$ cat src/hw/stcm_defines.svh
// Bit positions, widths and reset values of the upper setup chain segment.
`ifndef STCM_DEFINES_SVH
`define STCM_DEFINES_SVH

`define STCM_CHAIN_W 647
`define STCM_SEG_MSB 646
`define STCM_SEG_LSB 588
`define STCM_SEG_RST 59'h7ff8000000000

`define STCM_EN_TRAILING 588
`define STCM_EN_LEADING 589
`define STCM_SER_DLY 605:602
`define STCM_IO_DLY 609:606
`define STCM_CORE_DLY 613:610
`define STCM_DLL_DLY 617:614
`define STCM_SER_SRC 619:618
`define STCM_IO_SRC 621:620
`define STCM_CORE_SRC 623:622
`define STCM_DLL_SRC 626:624
`define STCM_ROLL_OVER 638:627
`define STCM_EN_MATCH 639
`define STCM_EN_PAIR 640
`define STCM_TTL_SERIAL 641
`define STCM_TTL_CONTROL 642
`define STCM_TTL_RESET 643
`define STCM_TTL_CLOCK 644
`define STCM_TTL_HIT 645
`define STCM_PARITY 646

`define STCM_DLY_SEL_BIT 3
`define STCM_DLY_STEP 2:0
`define STCM_DLL_SRC_MAX 3'h4
`define STCM_ROLL_W 12

`endif

$ cat src/hw/stcm_pkg.sv
// Types shared by the setup chain segment.
`default_nettype none
package stcm_pkg;
  typedef enum logic [1:0] {STCM_SER_PLL80 = 2'h0, STCM_SER_BAD1 = 2'h1, STCM_SER_BAD2 = 2'h2,
    STCM_SER_AUX = 2'h3} stcm_ser_src_e;
  typedef enum logic [1:0] {STCM_IO_EXT40 = 2'h0, STCM_IO_BAD1 = 2'h1, STCM_IO_BAD2 = 2'h2,
    STCM_IO_AUX = 2'h3} stcm_io_src_e;
  typedef enum logic [1:0] {STCM_CORE_EXT40 = 2'h0, STCM_CORE_PLL80 = 2'h1,
    STCM_CORE_PLL160 = 2'h2, STCM_CORE_AUX = 2'h3} stcm_core_src_e;
  typedef enum logic [2:0] {STCM_DLL_EXT40 = 3'h0, STCM_DLL_PLL40 = 3'h1, STCM_DLL_PLL160 = 3'h2,
    STCM_DLL_PLL320 = 3'h3, STCM_DLL_AUX = 3'h4} stcm_dll_src_e;
endpackage
`default_nettype wire

$ cat src/hw/stcm_rollover_counter.sv
// Coarse counter that returns to zero after reaching the programmed roll-over value.
`timescale 1ns/10ps
`default_nettype none
`include "stcm_defines.svh"
module stcm_rollover_counter #(
  parameter int WIDTH = `STCM_ROLL_W
) (
  input wire logic clk,
  input wire logic reset_n,
  input wire logic [WIDTH-1:0] roll_over,
  output logic [WIDTH-1:0] count_q,
  output logic wrap_q
);
  logic [WIDTH-1:0] count_d;
  wire at_limit = (count_q >= roll_over);

  assign count_d = at_limit ? '0 : WIDTH'(count_q + 1'b1);

  always_ff @(posedge clk or negedge reset_n)
  begin
    if (!reset_n)
    begin
      count_q <= '0;
      wrap_q <= 1'b0;
    end
    else
    begin
      count_q <= count_d;
      wrap_q <= at_limit;
    end
  end

  property p_wrap;
    @(posedge clk) disable iff (!reset_n)
    (count_q == roll_over) |=> (count_q == '0) && wrap_q;
  endproperty
  a_wrap: assert property (p_wrap) else $error("counter did not wrap at roll-over");

  // The edge that releases reset still finds the counter held, so that attempt is left out.
  property p_count_up;
    @(posedge clk) disable iff (!reset_n)
    reset_n && (count_q < roll_over) && $stable(roll_over) |=> (count_q == $past(count_q) + 1'b1);
  endproperty
  a_count_up: assert property (p_count_up) else $error("counter failed to advance");

  c_wrap: cover property (@(posedge clk) disable iff (!reset_n) wrap_q);
endmodule // stcm_rollover_counter
`default_nettype wire

$ cat src/hw/stcm_setup_chain.sv
// Upper setup scan segment: clock skew and source selection, roll-over, matching and levels.
//
// Overview of operation
// - Serial clock skew: top bit picks direct or delayed, low bits count steps.
// - IO clock skew: same encoding, resets to zero.
// - Core clock skew: same encoding, normal setting all zeros.
// - DLL clock skew: same encoding, defaults to zero.
// - Serial clock source: 00 multiplied 80 MHz, 11 auxiliary; others invalid.
// - IO clock source: 00 external 40 MHz, 11 auxiliary; others invalid.
// - Core clock source: external 40, PLL 80, PLL 160, or auxiliary.
// - DLL clock source: external 40, PLL 40, 160, 320, or auxiliary.
// - Counters wrap to zero after the twelve-bit roll-over value, reset all ones.
// - One bit enables trigger matching of recorded hits.
// - Pairing bit combines edges, overriding separate leading and trailing enables.
// - Serial level bit selects single-ended inputs and disables differential drivers.
// - Separate bits select single-ended control, reset, clock and hit inputs.
// - Top chain bit is even parity over all setup data.
`timescale 1ns/10ps
`default_nettype none
`include "stcm_defines.svh"
module stcm_setup_chain (
  input wire logic clk,
  input wire logic reset_n,
  input wire logic scan_shift,
  input wire logic scan_update,
  input wire logic scan_in,
  output logic scan_out,
  output logic serial_clk_delayed,
  output logic [2:0] serial_clk_steps,
  output logic io_clk_delayed,
  output logic [2:0] io_clk_steps,
  output logic core_clk_delayed,
  output logic [2:0] core_clk_steps,
  output logic dll_clk_delayed,
  output logic [2:0] dll_clk_steps,
  output stcm_pkg::stcm_ser_src_e serial_clk_source,
  output logic serial_clk_source_invalid,
  output stcm_pkg::stcm_io_src_e io_clk_source,
  output logic io_clk_source_invalid,
  output stcm_pkg::stcm_core_src_e core_clk_source,
  output stcm_pkg::stcm_dll_src_e dll_clk_source,
  output logic dll_clk_source_invalid,
  output logic [`STCM_ROLL_W-1:0] roll_over_value,
  output logic [`STCM_ROLL_W-1:0] coarse_count,
  output logic coarse_wrap,
  output logic match_enable,
  output logic pair_enable,
  output logic leading_enable,
  output logic trailing_enable,
  output logic serial_single_ended,
  output logic serial_diff_drive_en,
  output logic control_single_ended,
  output logic reset_single_ended,
  output logic clock_single_ended,
  output logic hit_single_ended,
  output logic setup_parity_error_q
);
  logic [`STCM_CHAIN_W-1:0] shift_q;
  logic [`STCM_CHAIN_W-1:0] shift_d;
  logic [`STCM_SEG_MSB:`STCM_SEG_LSB] cfg_q;
  logic [`STCM_SEG_MSB:`STCM_SEG_LSB] cfg_d;
  logic parity_err_d;
  logic [3:0] ser_dly;
  logic [3:0] io_dly;
  logic [3:0] core_dly;
  logic [3:0] dll_dly;

  // The chain shifts toward bit zero; the new bit enters at the parity end.
  assign shift_d = scan_shift ? {scan_in, shift_q[`STCM_CHAIN_W-1:1]} : shift_q;
  // Settings change only on update so shifting never disturbs the running clocks.
  assign cfg_d = scan_update ? shift_q[`STCM_SEG_MSB:`STCM_SEG_LSB] : cfg_q;
  assign parity_err_d = scan_update ? (^shift_q) : setup_parity_error_q;

  always_ff @(posedge clk or negedge reset_n)
  begin
    if (!reset_n)
    begin
      shift_q <= '0;
      cfg_q <= `STCM_SEG_RST;
      setup_parity_error_q <= 1'b0;
    end
    else
    begin
      shift_q <= shift_d;
      cfg_q <= cfg_d;
      setup_parity_error_q <= parity_err_d;
    end
  end

  assign scan_out = shift_q[0];

  // A part-select cannot be selected again, so each skew field gets its own wire.
  assign ser_dly = cfg_q[`STCM_SER_DLY];
  assign io_dly = cfg_q[`STCM_IO_DLY];
  assign core_dly = cfg_q[`STCM_CORE_DLY];
  assign dll_dly = cfg_q[`STCM_DLL_DLY];
  assign serial_clk_delayed = ser_dly[`STCM_DLY_SEL_BIT];
  assign serial_clk_steps = ser_dly[`STCM_DLY_STEP];
  assign io_clk_delayed = io_dly[`STCM_DLY_SEL_BIT];
  assign io_clk_steps = io_dly[`STCM_DLY_STEP];
  assign core_clk_delayed = core_dly[`STCM_DLY_SEL_BIT];
  assign core_clk_steps = core_dly[`STCM_DLY_STEP];
  assign dll_clk_delayed = dll_dly[`STCM_DLY_SEL_BIT];
  assign dll_clk_steps = dll_dly[`STCM_DLY_STEP];

  assign serial_clk_source = stcm_pkg::stcm_ser_src_e'(cfg_q[`STCM_SER_SRC]);
  assign serial_clk_source_invalid = (serial_clk_source == stcm_pkg::STCM_SER_BAD1) ||
    (serial_clk_source == stcm_pkg::STCM_SER_BAD2);
  assign io_clk_source = stcm_pkg::stcm_io_src_e'(cfg_q[`STCM_IO_SRC]);
  assign io_clk_source_invalid = (io_clk_source == stcm_pkg::STCM_IO_BAD1) ||
    (io_clk_source == stcm_pkg::STCM_IO_BAD2);
  assign core_clk_source = stcm_pkg::stcm_core_src_e'(cfg_q[`STCM_CORE_SRC]);
  assign dll_clk_source = stcm_pkg::stcm_dll_src_e'(cfg_q[`STCM_DLL_SRC]);
  assign dll_clk_source_invalid = (cfg_q[`STCM_DLL_SRC] > `STCM_DLL_SRC_MAX);

  assign roll_over_value = cfg_q[`STCM_ROLL_OVER];

  stcm_rollover_counter #(
    .WIDTH(`STCM_ROLL_W)
  ) u_coarse (
    .clk(clk),
    .reset_n(reset_n),
    .roll_over(roll_over_value),
    .count_q(coarse_count),
    .wrap_q(coarse_wrap)
  );

  assign match_enable = cfg_q[`STCM_EN_MATCH];
  assign pair_enable = cfg_q[`STCM_EN_PAIR];
  assign leading_enable = pair_enable | cfg_q[`STCM_EN_LEADING];
  assign trailing_enable = pair_enable | cfg_q[`STCM_EN_TRAILING];

  assign serial_single_ended = cfg_q[`STCM_TTL_SERIAL];
  assign serial_diff_drive_en = ~cfg_q[`STCM_TTL_SERIAL];
  assign control_single_ended = cfg_q[`STCM_TTL_CONTROL];
  assign reset_single_ended = cfg_q[`STCM_TTL_RESET];
  assign clock_single_ended = cfg_q[`STCM_TTL_CLOCK];
  assign hit_single_ended = cfg_q[`STCM_TTL_HIT];

  property p_shift;
    @(posedge clk) disable iff (!reset_n)
    scan_shift |=> (shift_q[`STCM_CHAIN_W-2:0] == $past(shift_q[`STCM_CHAIN_W-1:1]))
      && (shift_q[`STCM_CHAIN_W-1] == $past(scan_in));
  endproperty
  a_shift: assert property (p_shift) else $error("chain did not shift by one bit");

  property p_ser_skew;
    @(posedge clk) disable iff (!reset_n)
    scan_update |=> ({serial_clk_delayed, serial_clk_steps}
      == $past(shift_q[`STCM_SER_DLY]));
  endproperty
  a_ser_skew: assert property (p_ser_skew) else $error("serial skew not loaded");

  property p_dll_skew;
    @(posedge clk) disable iff (!reset_n)
    scan_update |=> ({dll_clk_delayed, dll_clk_steps} == $past(shift_q[`STCM_DLL_DLY]))
      && ({io_clk_delayed, io_clk_steps} == $past(shift_q[`STCM_IO_DLY]))
      && ({core_clk_delayed, core_clk_steps} == $past(shift_q[`STCM_CORE_DLY]));
  endproperty
  a_dll_skew: assert property (p_dll_skew) else $error("skew fields not loaded");

  property p_ser_invalid;
    @(posedge clk) disable iff (!reset_n)
    scan_update && (shift_q[`STCM_SER_SRC] == 2'h1) |=> serial_clk_source_invalid;
  endproperty
  a_ser_invalid: assert property (p_ser_invalid) else $error("serial code not flagged");

  property p_io_valid;
    @(posedge clk) disable iff (!reset_n)
    scan_update && (shift_q[`STCM_IO_SRC] == 2'h3) |=> !io_clk_source_invalid
      && (io_clk_source == stcm_pkg::STCM_IO_AUX);
  endproperty
  a_io_valid: assert property (p_io_valid) else $error("io aux code mishandled");

  property p_dll_invalid;
    @(posedge clk) disable iff (!reset_n)
    scan_update && (shift_q[`STCM_DLL_SRC] > `STCM_DLL_SRC_MAX) |=> dll_clk_source_invalid;
  endproperty
  a_dll_invalid: assert property (p_dll_invalid) else $error("dll code not flagged");

  property p_hold;
    @(posedge clk) disable iff (!reset_n)
    !scan_update |=> $stable(roll_over_value) && $stable(core_clk_source)
      && $stable(match_enable);
  endproperty
  a_hold: assert property (p_hold) else $error("settings changed without update");

  property p_pair;
    @(posedge clk) disable iff (!reset_n)
    scan_update && shift_q[`STCM_EN_PAIR] |=> leading_enable && trailing_enable && pair_enable;
  endproperty
  a_pair: assert property (p_pair) else $error("pairing did not force both edges");

  property p_parity;
    @(posedge clk) disable iff (!reset_n)
    scan_update |=> (setup_parity_error_q == $past(^shift_q));
  endproperty
  a_parity: assert property (p_parity) else $error("parity flag wrong");

  property p_levels;
    @(posedge clk) disable iff (!reset_n)
    scan_update |=> (serial_diff_drive_en == !$past(shift_q[`STCM_TTL_SERIAL]))
      && (hit_single_ended == $past(shift_q[`STCM_TTL_HIT]))
      && (match_enable == $past(shift_q[`STCM_EN_MATCH]));
  endproperty
  a_levels: assert property (p_levels) else $error("level or matching bit not loaded");

  c_update: cover property (@(posedge clk) disable iff (!reset_n) scan_update);
  c_parity_err: cover property (@(posedge clk) disable iff (!reset_n) setup_parity_error_q);
  c_pll320: cover property (@(posedge clk) disable iff (!reset_n)
    dll_clk_source == stcm_pkg::STCM_DLL_PLL320);
endmodule // stcm_setup_chain
`default_nettype wire

$ cat config.mk
export PLATFORM = sky130hd
export DESIGN_NAME = stcm_setup_chain
export DESIGN_NICKNAME = d
export VERILOG_FILES = /design/src/hw/stcm_pkg.sv /design/src/hw/stcm_rollover_counter.sv /design/src/hw/stcm_setup_chain.sv
export VERILOG_INCLUDE_DIRS = /design/src /design/src/hw
export SDC_FILE = /design/constraint.sdc
export NUM_CORES = 1
export LEC_CHECK = 0
export ABC_AREA = 1
export BUFFER_PORTS_ARGS = -buffer_cell sky130_fd_sc_hd__buf_4
export CAP_MARGIN = 20
export CORE_MARGIN = 2
export CORE_UTILIZATION = 30
export CTS_BUF_LIST = sky130_fd_sc_hd__clkbuf_4 sky130_fd_sc_hd__clkbuf_8
export DETAILED_ROUTE_END_ITERATION = 8
export GPL_ROUTABILITY_DRIVEN = 0
export GPL_TIMING_DRIVEN = 0
export MAX_ROUTING_LAYER = met4
export REMOVE_ABC_BUFFERS = 1
export SLEW_MARGIN = 20
export SYNTH_ARGS = -nofsm -noshare
export SYNTH_HDL_FRONTEND = slang
export SYNTH_SLANG_ARGS = --single-unit
export TNS_END_PERCENT = 100
$ cat constraint.sdc
create_clock -name clk -period 2.2 [get_ports clk]
set_input_delay 0.44 -clock clk [delete_from_list [all_inputs] [get_ports clk]]
set_output_delay 0.44 -clock clk [all_outputs]
set_load 0.03 [all_outputs]
==> impl_metrics.toml, run 1 <==
[outcome]
status = "finished with violations"
violations = "negative setup slack"

[floorplan]
fp-row-count = 131
fp.dieW_um = 363.0
initial_utilization_pct = 30.29
core_area_mm2 = 0.1277
die_h_um = 363.0
io_pins = 70
dieArea_mm2 = 0.1318

[cells_and_area]
layout_commonest_cell = "nand2_1"
multiInputGateArea_mm2 = 0.01909
drive_gt1_share_pct = 10.88
final_area_mm2 = 0.04470
layout.nets = 5304
fillCellCount = 13160
layout_common_cells = "2158 x nand2_1, 678 x dfrtp_1, 529 x inv_1"
seq_area_mm2 = 0.01773
syn2layout_area_growth_pct = 15.60
fin_cells = 7041
num_antenna_cells = 0

[setup_path]
ff2ff_setup_slack_ns = -0.06
path_class = "reg -> reg"
cp-endpoint = "u_coarse.count_q[9]$_DFF_PN0_"
crit_path_start = "cfg_q[633]$_DFFE_PN1P_"
crit_chain = "inv_1, ha_1, nand2_1, nor2_1, a211oi_1, o21ai_1, a21oi_2, nor2_1, o211ai_1, nand2_2, nor3b_2"
r2r_cells = 11
max_stage_delay_ns = 0.54
cp.depth = 11
critPathSlowestCell = "dfstp_2"
crit_buf_inv = 1
rr_endpoint = "u_coarse.count_q[9]$_DFF_PN0_"
crit_path_max_fanout = 7
path_common_cell = "nor2_1"
cp-end-kind = "register"
r2r_start = "cfg_q[633]$_DFFE_PN1P_"
required_ns = 2.88
start_kind = "register"
cpLargestDelayFamily = "compound AO/OA/AOI/OAI gates"
cp.arrival_ns = 2.95

[hold_path]
min-delay-start = "scan_shift"
hold_class = "in -> reg"

[grt]
grt_max_degree = 161
track_usage_pct = 10.88
grt_overflow = 0
antenna_found_initial = 0
grt_pass1_wl_mm = 123.1
grt_pass1_vias = 28400

[drt]
ant_nets = 0
num_vias = 29780
viasPerCell = 4.229
drt_wl_total_mm = 67.65
drtIter0Drc = 1403
firstDrtPassIters = 5
drc = 0
routedWlPerCell_um = 9.608

[synthesis]
synth_top_area_share_pct = 44.97
synth_simple_gate_area_share_pct = 25.55
avgSynthCellArea_um2 = 7.370
yosysSeqAreaShare_pct = 45.79
synth_compound_area_share_pct = 8.891
synth_cells = 5247
synth_area_leaders = "dfrtp_1 45%, nand2_1 22%, xnor2_1 6.9%"
ys_warn_count = 0
synthDistinctLibCells = 30
synth-async-reset-ratio_pct = 100.0
ys_ff_latch = 707
muxShareOfSynthArea_pct = 0.6115
synth_edf_count = 0
yosysTopAreaCell = "dfrtp_1"
synthXorXnorAreaFrac_pct = 11.21
syn-cell-area_mm2 = 0.03867
synth_top_family_by_area = "simple AND/OR/NAND/NOR gates"
synthAdderAreaFrac_pct = 0.4206
synth_flop_cell = "dfrtp_1"

[clocking]
cts.path.max_buffers = 3
cts_sinks = 707
cts_tree = "yes"
numCtsBuffers = 116
clock-root-buffer = "clkbuf_8"
h-tree-depth = 3
clkLatencyLatePin_ns = 0.78
clk_pin_slew_ns = 0.06

[power]
ir_drop_uv = 457.0
leakagePower_nw = 22.58
p_sw_mw = 19.84
p_int_mw = 29.78
swShare_pct = 39.98
pwr-share-comb_pct = 39.9
p_per_area_mw_per_mm2 = 1110
p_seq_share_pct = 35.1
clockPowerShare_pct = 25.0

[sta]
finalMaxSlewViolations = 0
hold_violations = 0
final.min_clock_period_ns = 2.263
slew_headroom_pct = 49.49
post-route-period-util_pct = 102.8
fin_ws_ns = -0.06255
rsz0062_at_grt = "true"
tightest_slew_ns = 0.7565
setup_viol = 13
fin_hold_ws_ns = 0.1172
fmax_ghz = 0.4420
setup_tns_ns = -0.5979
skew_ns = 0.05131

[place]
place.port_buffers = 69
pre_cts_slack_ns = -0.9100
hpwl_mm = 45.05
placed_cells = 6810
placed_area_mm2 = 0.04093

[job]
cap_violations = 0
-- worst min path at each step --
stage / to / depth (start not counted)
6_report: shift_q[565]$_DFFE_PN0P_ / 3
5_1_grt: shift_q[529]$_DFFE_PN0P_ / 3
4_1_cts: shift_q[545]$_DFFE_PN0P_ / 3
3_5_place_dp: shift_q[28]$_DFFE_PN0P_ / 1
3_3_place_gp: cfg_q[645]$_DFFE_PN0P_ / 2
2_1_floorplan: cfg_q[588]$_DFFE_PN0P_ / 0
-- stage by stage --
stage	power, mW	util, %
floorplan	31.77	-
global placement	35.88	31.68
detailed placement	36.28	32.06
CTS	50.02	34.67
global route	54.56	35.01
finish	49.62	35.01
-- synthesized netlist by cell type, types with 3 or more instances --
library cell  count
a21oi_1         250
buf_1             7
buf_4            34
clkbuf_1        143
dfrtp_1         695
dfstp_2          12
ha_1             13
inv_1           549
inv_2             7
mux2_2           21
nand2_1        2221
nand2_2           9
nand3_1          76
nand4_1           4
nor2_1          268
nor3_1            3
nor3b_1           4
o21ai_0         431
xnor2_1         303
xor2_1          181
xor2_2            4
-- flip-flops by register name (all words and copies together), names as in the netlist --
register              cells
shift_q                 647
cfg_q                    46
u_coarse.count_q         12
setup_parity_error_q      1
u_coarse.wrap_q           1
-- kinds of logic (layout without fill, tap and decap cells) --
kind of cell | after synthesis | count (layout)
simple gates | 2590 | 2591
buf+inv | 741 | 872
flops | 707 | 707
compound gates | 685 | 685
xor+xnor | 490 | 490
mux | 21 | 21
fa+ha+maj | 13 | 13
-- final cells by class --
| type | instances | share of cell area, % |
|---|---|---|
| multi-input combinational | 3800 | 42.70 |
| sequential | 707 | 39.66 |
| clock buffer | 194 | 5.357 |
| inverter | 556 | 4.668 |
| tap | 1662 | 4.652 |
| timing repair buffer | 105 | 2.642 |
| clock inverter | 17 | 0.3191 |
-- per-layer routing --
metal  track usage, %  vias to the layer above  share of wire (%)  wire length (um)
li1                 -                    16090                  -                 -
met1            13.50                    13410                 49             32920
met2            17.92                      166                 46             31390
met3            2.192                      112                2.8              1906
met4            3.100                        0                2.1              1439
met5                -                        -                  0                 0
-- worst min-delay path: stages --
cell and delay [ns]:
buf_12 0.18, nor2_1 0.12, a21oi_1 0.05
-- timing repair --
action	4_1_cts	5_1_grt
setup endpoints to repair	16	15
cloned	2	0
setup buffers	12	3
hold buffers	3	0
resized for setup	130	92
endpoints found under the hold margin	216	0
pin swaps	36	32
-- power groups by stage --
stage	sequential, mW	clock (mW)	combinational (mW)
final	17.4	12.4	19.8
after CTS	17.3	13.0	19.7
after floorplan	17.5	0	14.3
after global placement	17.4	0	18.5
after global routing	17.8	13.5	23.3
after detailed placement	17.4	0	18.8
Note: power is estimated with default switching activity, not from simulation.
==> inputs of run 2 (changes only) <==
- ABC_CLOCK_PERIOD_IN_PS: default -> 2200
- CORE_MARGIN: 2 -> default
==> impl_metrics.toml, run 2 (synthesis results as in run 1) <==
[grt]
grt_pass1_vias = 28160
grt_max_degree = 158
antenna_found_initial = 2
track_usage_pct = 11.00
grt_overflow = 0
grt_pass1_wl_mm = 123.2

[drt]
drc = 0
drtIter0Drc = 1550
num_vias = 29850
firstDrtPassIters = 6
viasPerCell = 4.239
ant_nets = 0
routedWlPerCell_um = 9.729
drt_wl_total_mm = 68.51

[outcome]
violations = "negative hold slack, negative setup slack"
status = "finished with violations"

[setup_path]
required_ns = 2.87
start_kind = "register"
crit_chain = "inv_2, ha_4, a21oi_2, o21bai_1, a21oi_1, o21ai_1, a21oi_1, nor2_1, o211ai_1, nand2_2, nor3b_2"
cp.arrival_ns = 2.89
ff2ff_setup_slack_ns = -0.02
path_common_cell = "a21oi_1"
r2r_start = "cfg_q[628]$_DFFE_PN1P_"
cp-end-kind = "register"
path_class = "reg -> reg"
critPathSlowestCell = "dfstp_2"
crit_path_max_fanout = 7
r2r_cells = 11
max_stage_delay_ns = 0.55
rr_endpoint = "u_coarse.count_q[9]$_DFF_PN0_"

[cells_and_area]
layout.nets = 5303
reg_top3 = "shift_q x647, cfg_q x46, u_coarse.count_q x12"
seq_area_mm2 = 0.01771
drive_gt1_share_pct = 8.347
layout_commonest_cell = "nand2_1"
multiInputGateArea_mm2 = 0.01852
finish.utilization_pct = 34.63
fin_cells = 7042
final_area_mm2 = 0.04422
layout_common_cells = "2198 x nand2_1, 695 x dfrtp_1, 545 x inv_1"
fillCellCount = 13140
largest_reg_flops = 647
regMostFlops = "shift_q"
syn2layout_area_growth_pct = 14.34

[sta]
skew_ns = 0.04437
post-route-period-util_pct = 101.0
slew_headroom_pct = 53.54
setup_tns_ns = -0.05748
hold_violations = 85
tightest_slew_ns = 0.6947
setup_viol = 3
final.min_clock_period_ns = 2.222
fmax_ghz = 0.4500
fin_ws_ns = -0.02203
finalMaxSlewViolations = 0
rsz0062_at_grt = "true"
fin_hold_ws_ns = -0.4079

[clocking]
clkLatencyLatePin_ns = 0.76
cts_tree = "yes"
cts.path.max_buffers = 3
clock-root-buffer = "clkbuf_8"
hold_buffers = 4
clk_pin_slew_ns = 0.06
numCtsBuffers = 120
cts_sinks = 707
h-tree-depth = 3

[hold_path]
hold_class = "in -> async"

[place]
placed_cells = 6811
place.port_buffers = 69
hpwl_mm = 45.94
placed_area_mm2 = 0.04095

[power]
pwr-share-comb_pct = 39.2
total_power_mw = 49.28
p_seq_share_pct = 35.0
swShare_pct = 39.63
p_per_area_mw_per_mm2 = 1115
leakagePower_nw = 22.34
clockPowerShare_pct = 25.7
p_sw_mw = 19.53
ir_drop_uv = 546.5
p_int_mw = 29.75

[floorplan]
fp.dieW_um = 361.0
core_area_mm2 = 0.1277
io_pins = 70
dieArea_mm2 = 0.1303
initial_utilization_pct = 30.29
fp-row-count = 131
die_h_um = 361.0

[job]
cap_violations = 0
run 2: cell count changes in the layout (fill, tap and decap cells not counted), moves of 11 or more:
cell,delta
xor2_2,-19
xnor2_2,-46
xor2_1,+19
inv_2,-16
nand2_1,+40
dfrtp_2,-17
nand2_2,-40
clkbuf_8,+11
inv_1,+16
dfrtp_1,+17
xnor2_1,+47
run 2: how the worst max path moves through the flow:
stage,to,from,cells after the start,slack (ns)
after global routing,setup_parity_error_q$_DFFE_PN0P_,shift_q[177]$_DFFE_PN0P_,19,-0.28
final,u_coarse.count_q[9]$_DFF_PN0_,cfg_q[628]$_DFFE_PN1P_,11,-0.02
after detailed placement,shift_q[206]$_DFFE_PN0P_,scan_shift,7,-0.94
after global placement,shift_q[356]$_DFFE_PN0P_,reset_n,1,-7.60
after floorplan,u_coarse.count_q[2]$_DFF_PN0_,cfg_q[632]$_DFFE_PN1P_,11,0.002
after CTS,u_coarse.count_q[9]$_DFF_PN0_,cfg_q[627]$_DFFE_PN1P_,12,-0.06
run 2: worst max-delay path: cells and delay by family, from the launching register on:
kind / cells / cell delay (ns)
AOI/OAI and AO/OA: 6 / 0.84
DFF: 1 / 0.55
and+or+nand+nor: 3 / 0.49
adders and majority gates: 1 / 0.23
buffers and inverters: 1 / 0.05
run 2: metrics by stage:
stage          setup slack, ns  hold WS, ns
5_1_grt                -0.2816      -0.4344
2_1_floorplan         0.002409       0.1444
4_1_cts               -0.05560      -0.3598
6_report              -0.02203      -0.4079
3_5_place_dp           -0.9384       0.4607
3_3_place_gp            -7.603       0.4628
run 2: final cells by class:
| class | instances | area share (%) |
|---|---|---|
| Tap cell | 1662 | 4.703 |
| Clock inverter | 15 | 0.2971 |
| Inverter | 556 | 4.720 |
| Sequential cell | 707 | 40.04 |
| Clock buffer | 201 | 5.690 |
| Antenna cell | 1 | 0.005659 |
| Timing Repair Buffer | 100 | 2.660 |
| Multi-Input combinational cell | 3800 | 41.88 |
run 2: routing by layer:
metal	vias to the layer above	global-route usage [%]	routed length (um)
met5	-	-	0
met4	0	2.920	1374
met3	115	2.025	2023
met2	210	18.11	31610
met1	13460	13.82	33510
li1	16070	-	-
run 2: power by group through the flow:
stage | Combinational (mW) | Clock (mW) | Sequential [mW]
CTS | 19.4 | 13.2 | 17.3
global placement | 18.6 | 0 | 17.4
global route | 22.7 | 13.8 | 17.6
finish | 19.3 | 12.7 | 17.3
floorplan | 14.3 | 0 | 17.5
detailed placement | 19.0 | 0 | 17.4
run 2: what timing repair did:
action	CTS	global route
hold endpoints to repair	96	85
endpoints found under the setup margin	74	155
pin swaps	7	8
setup buffers	6	1
resized for setup	47	42
cloned	2	1
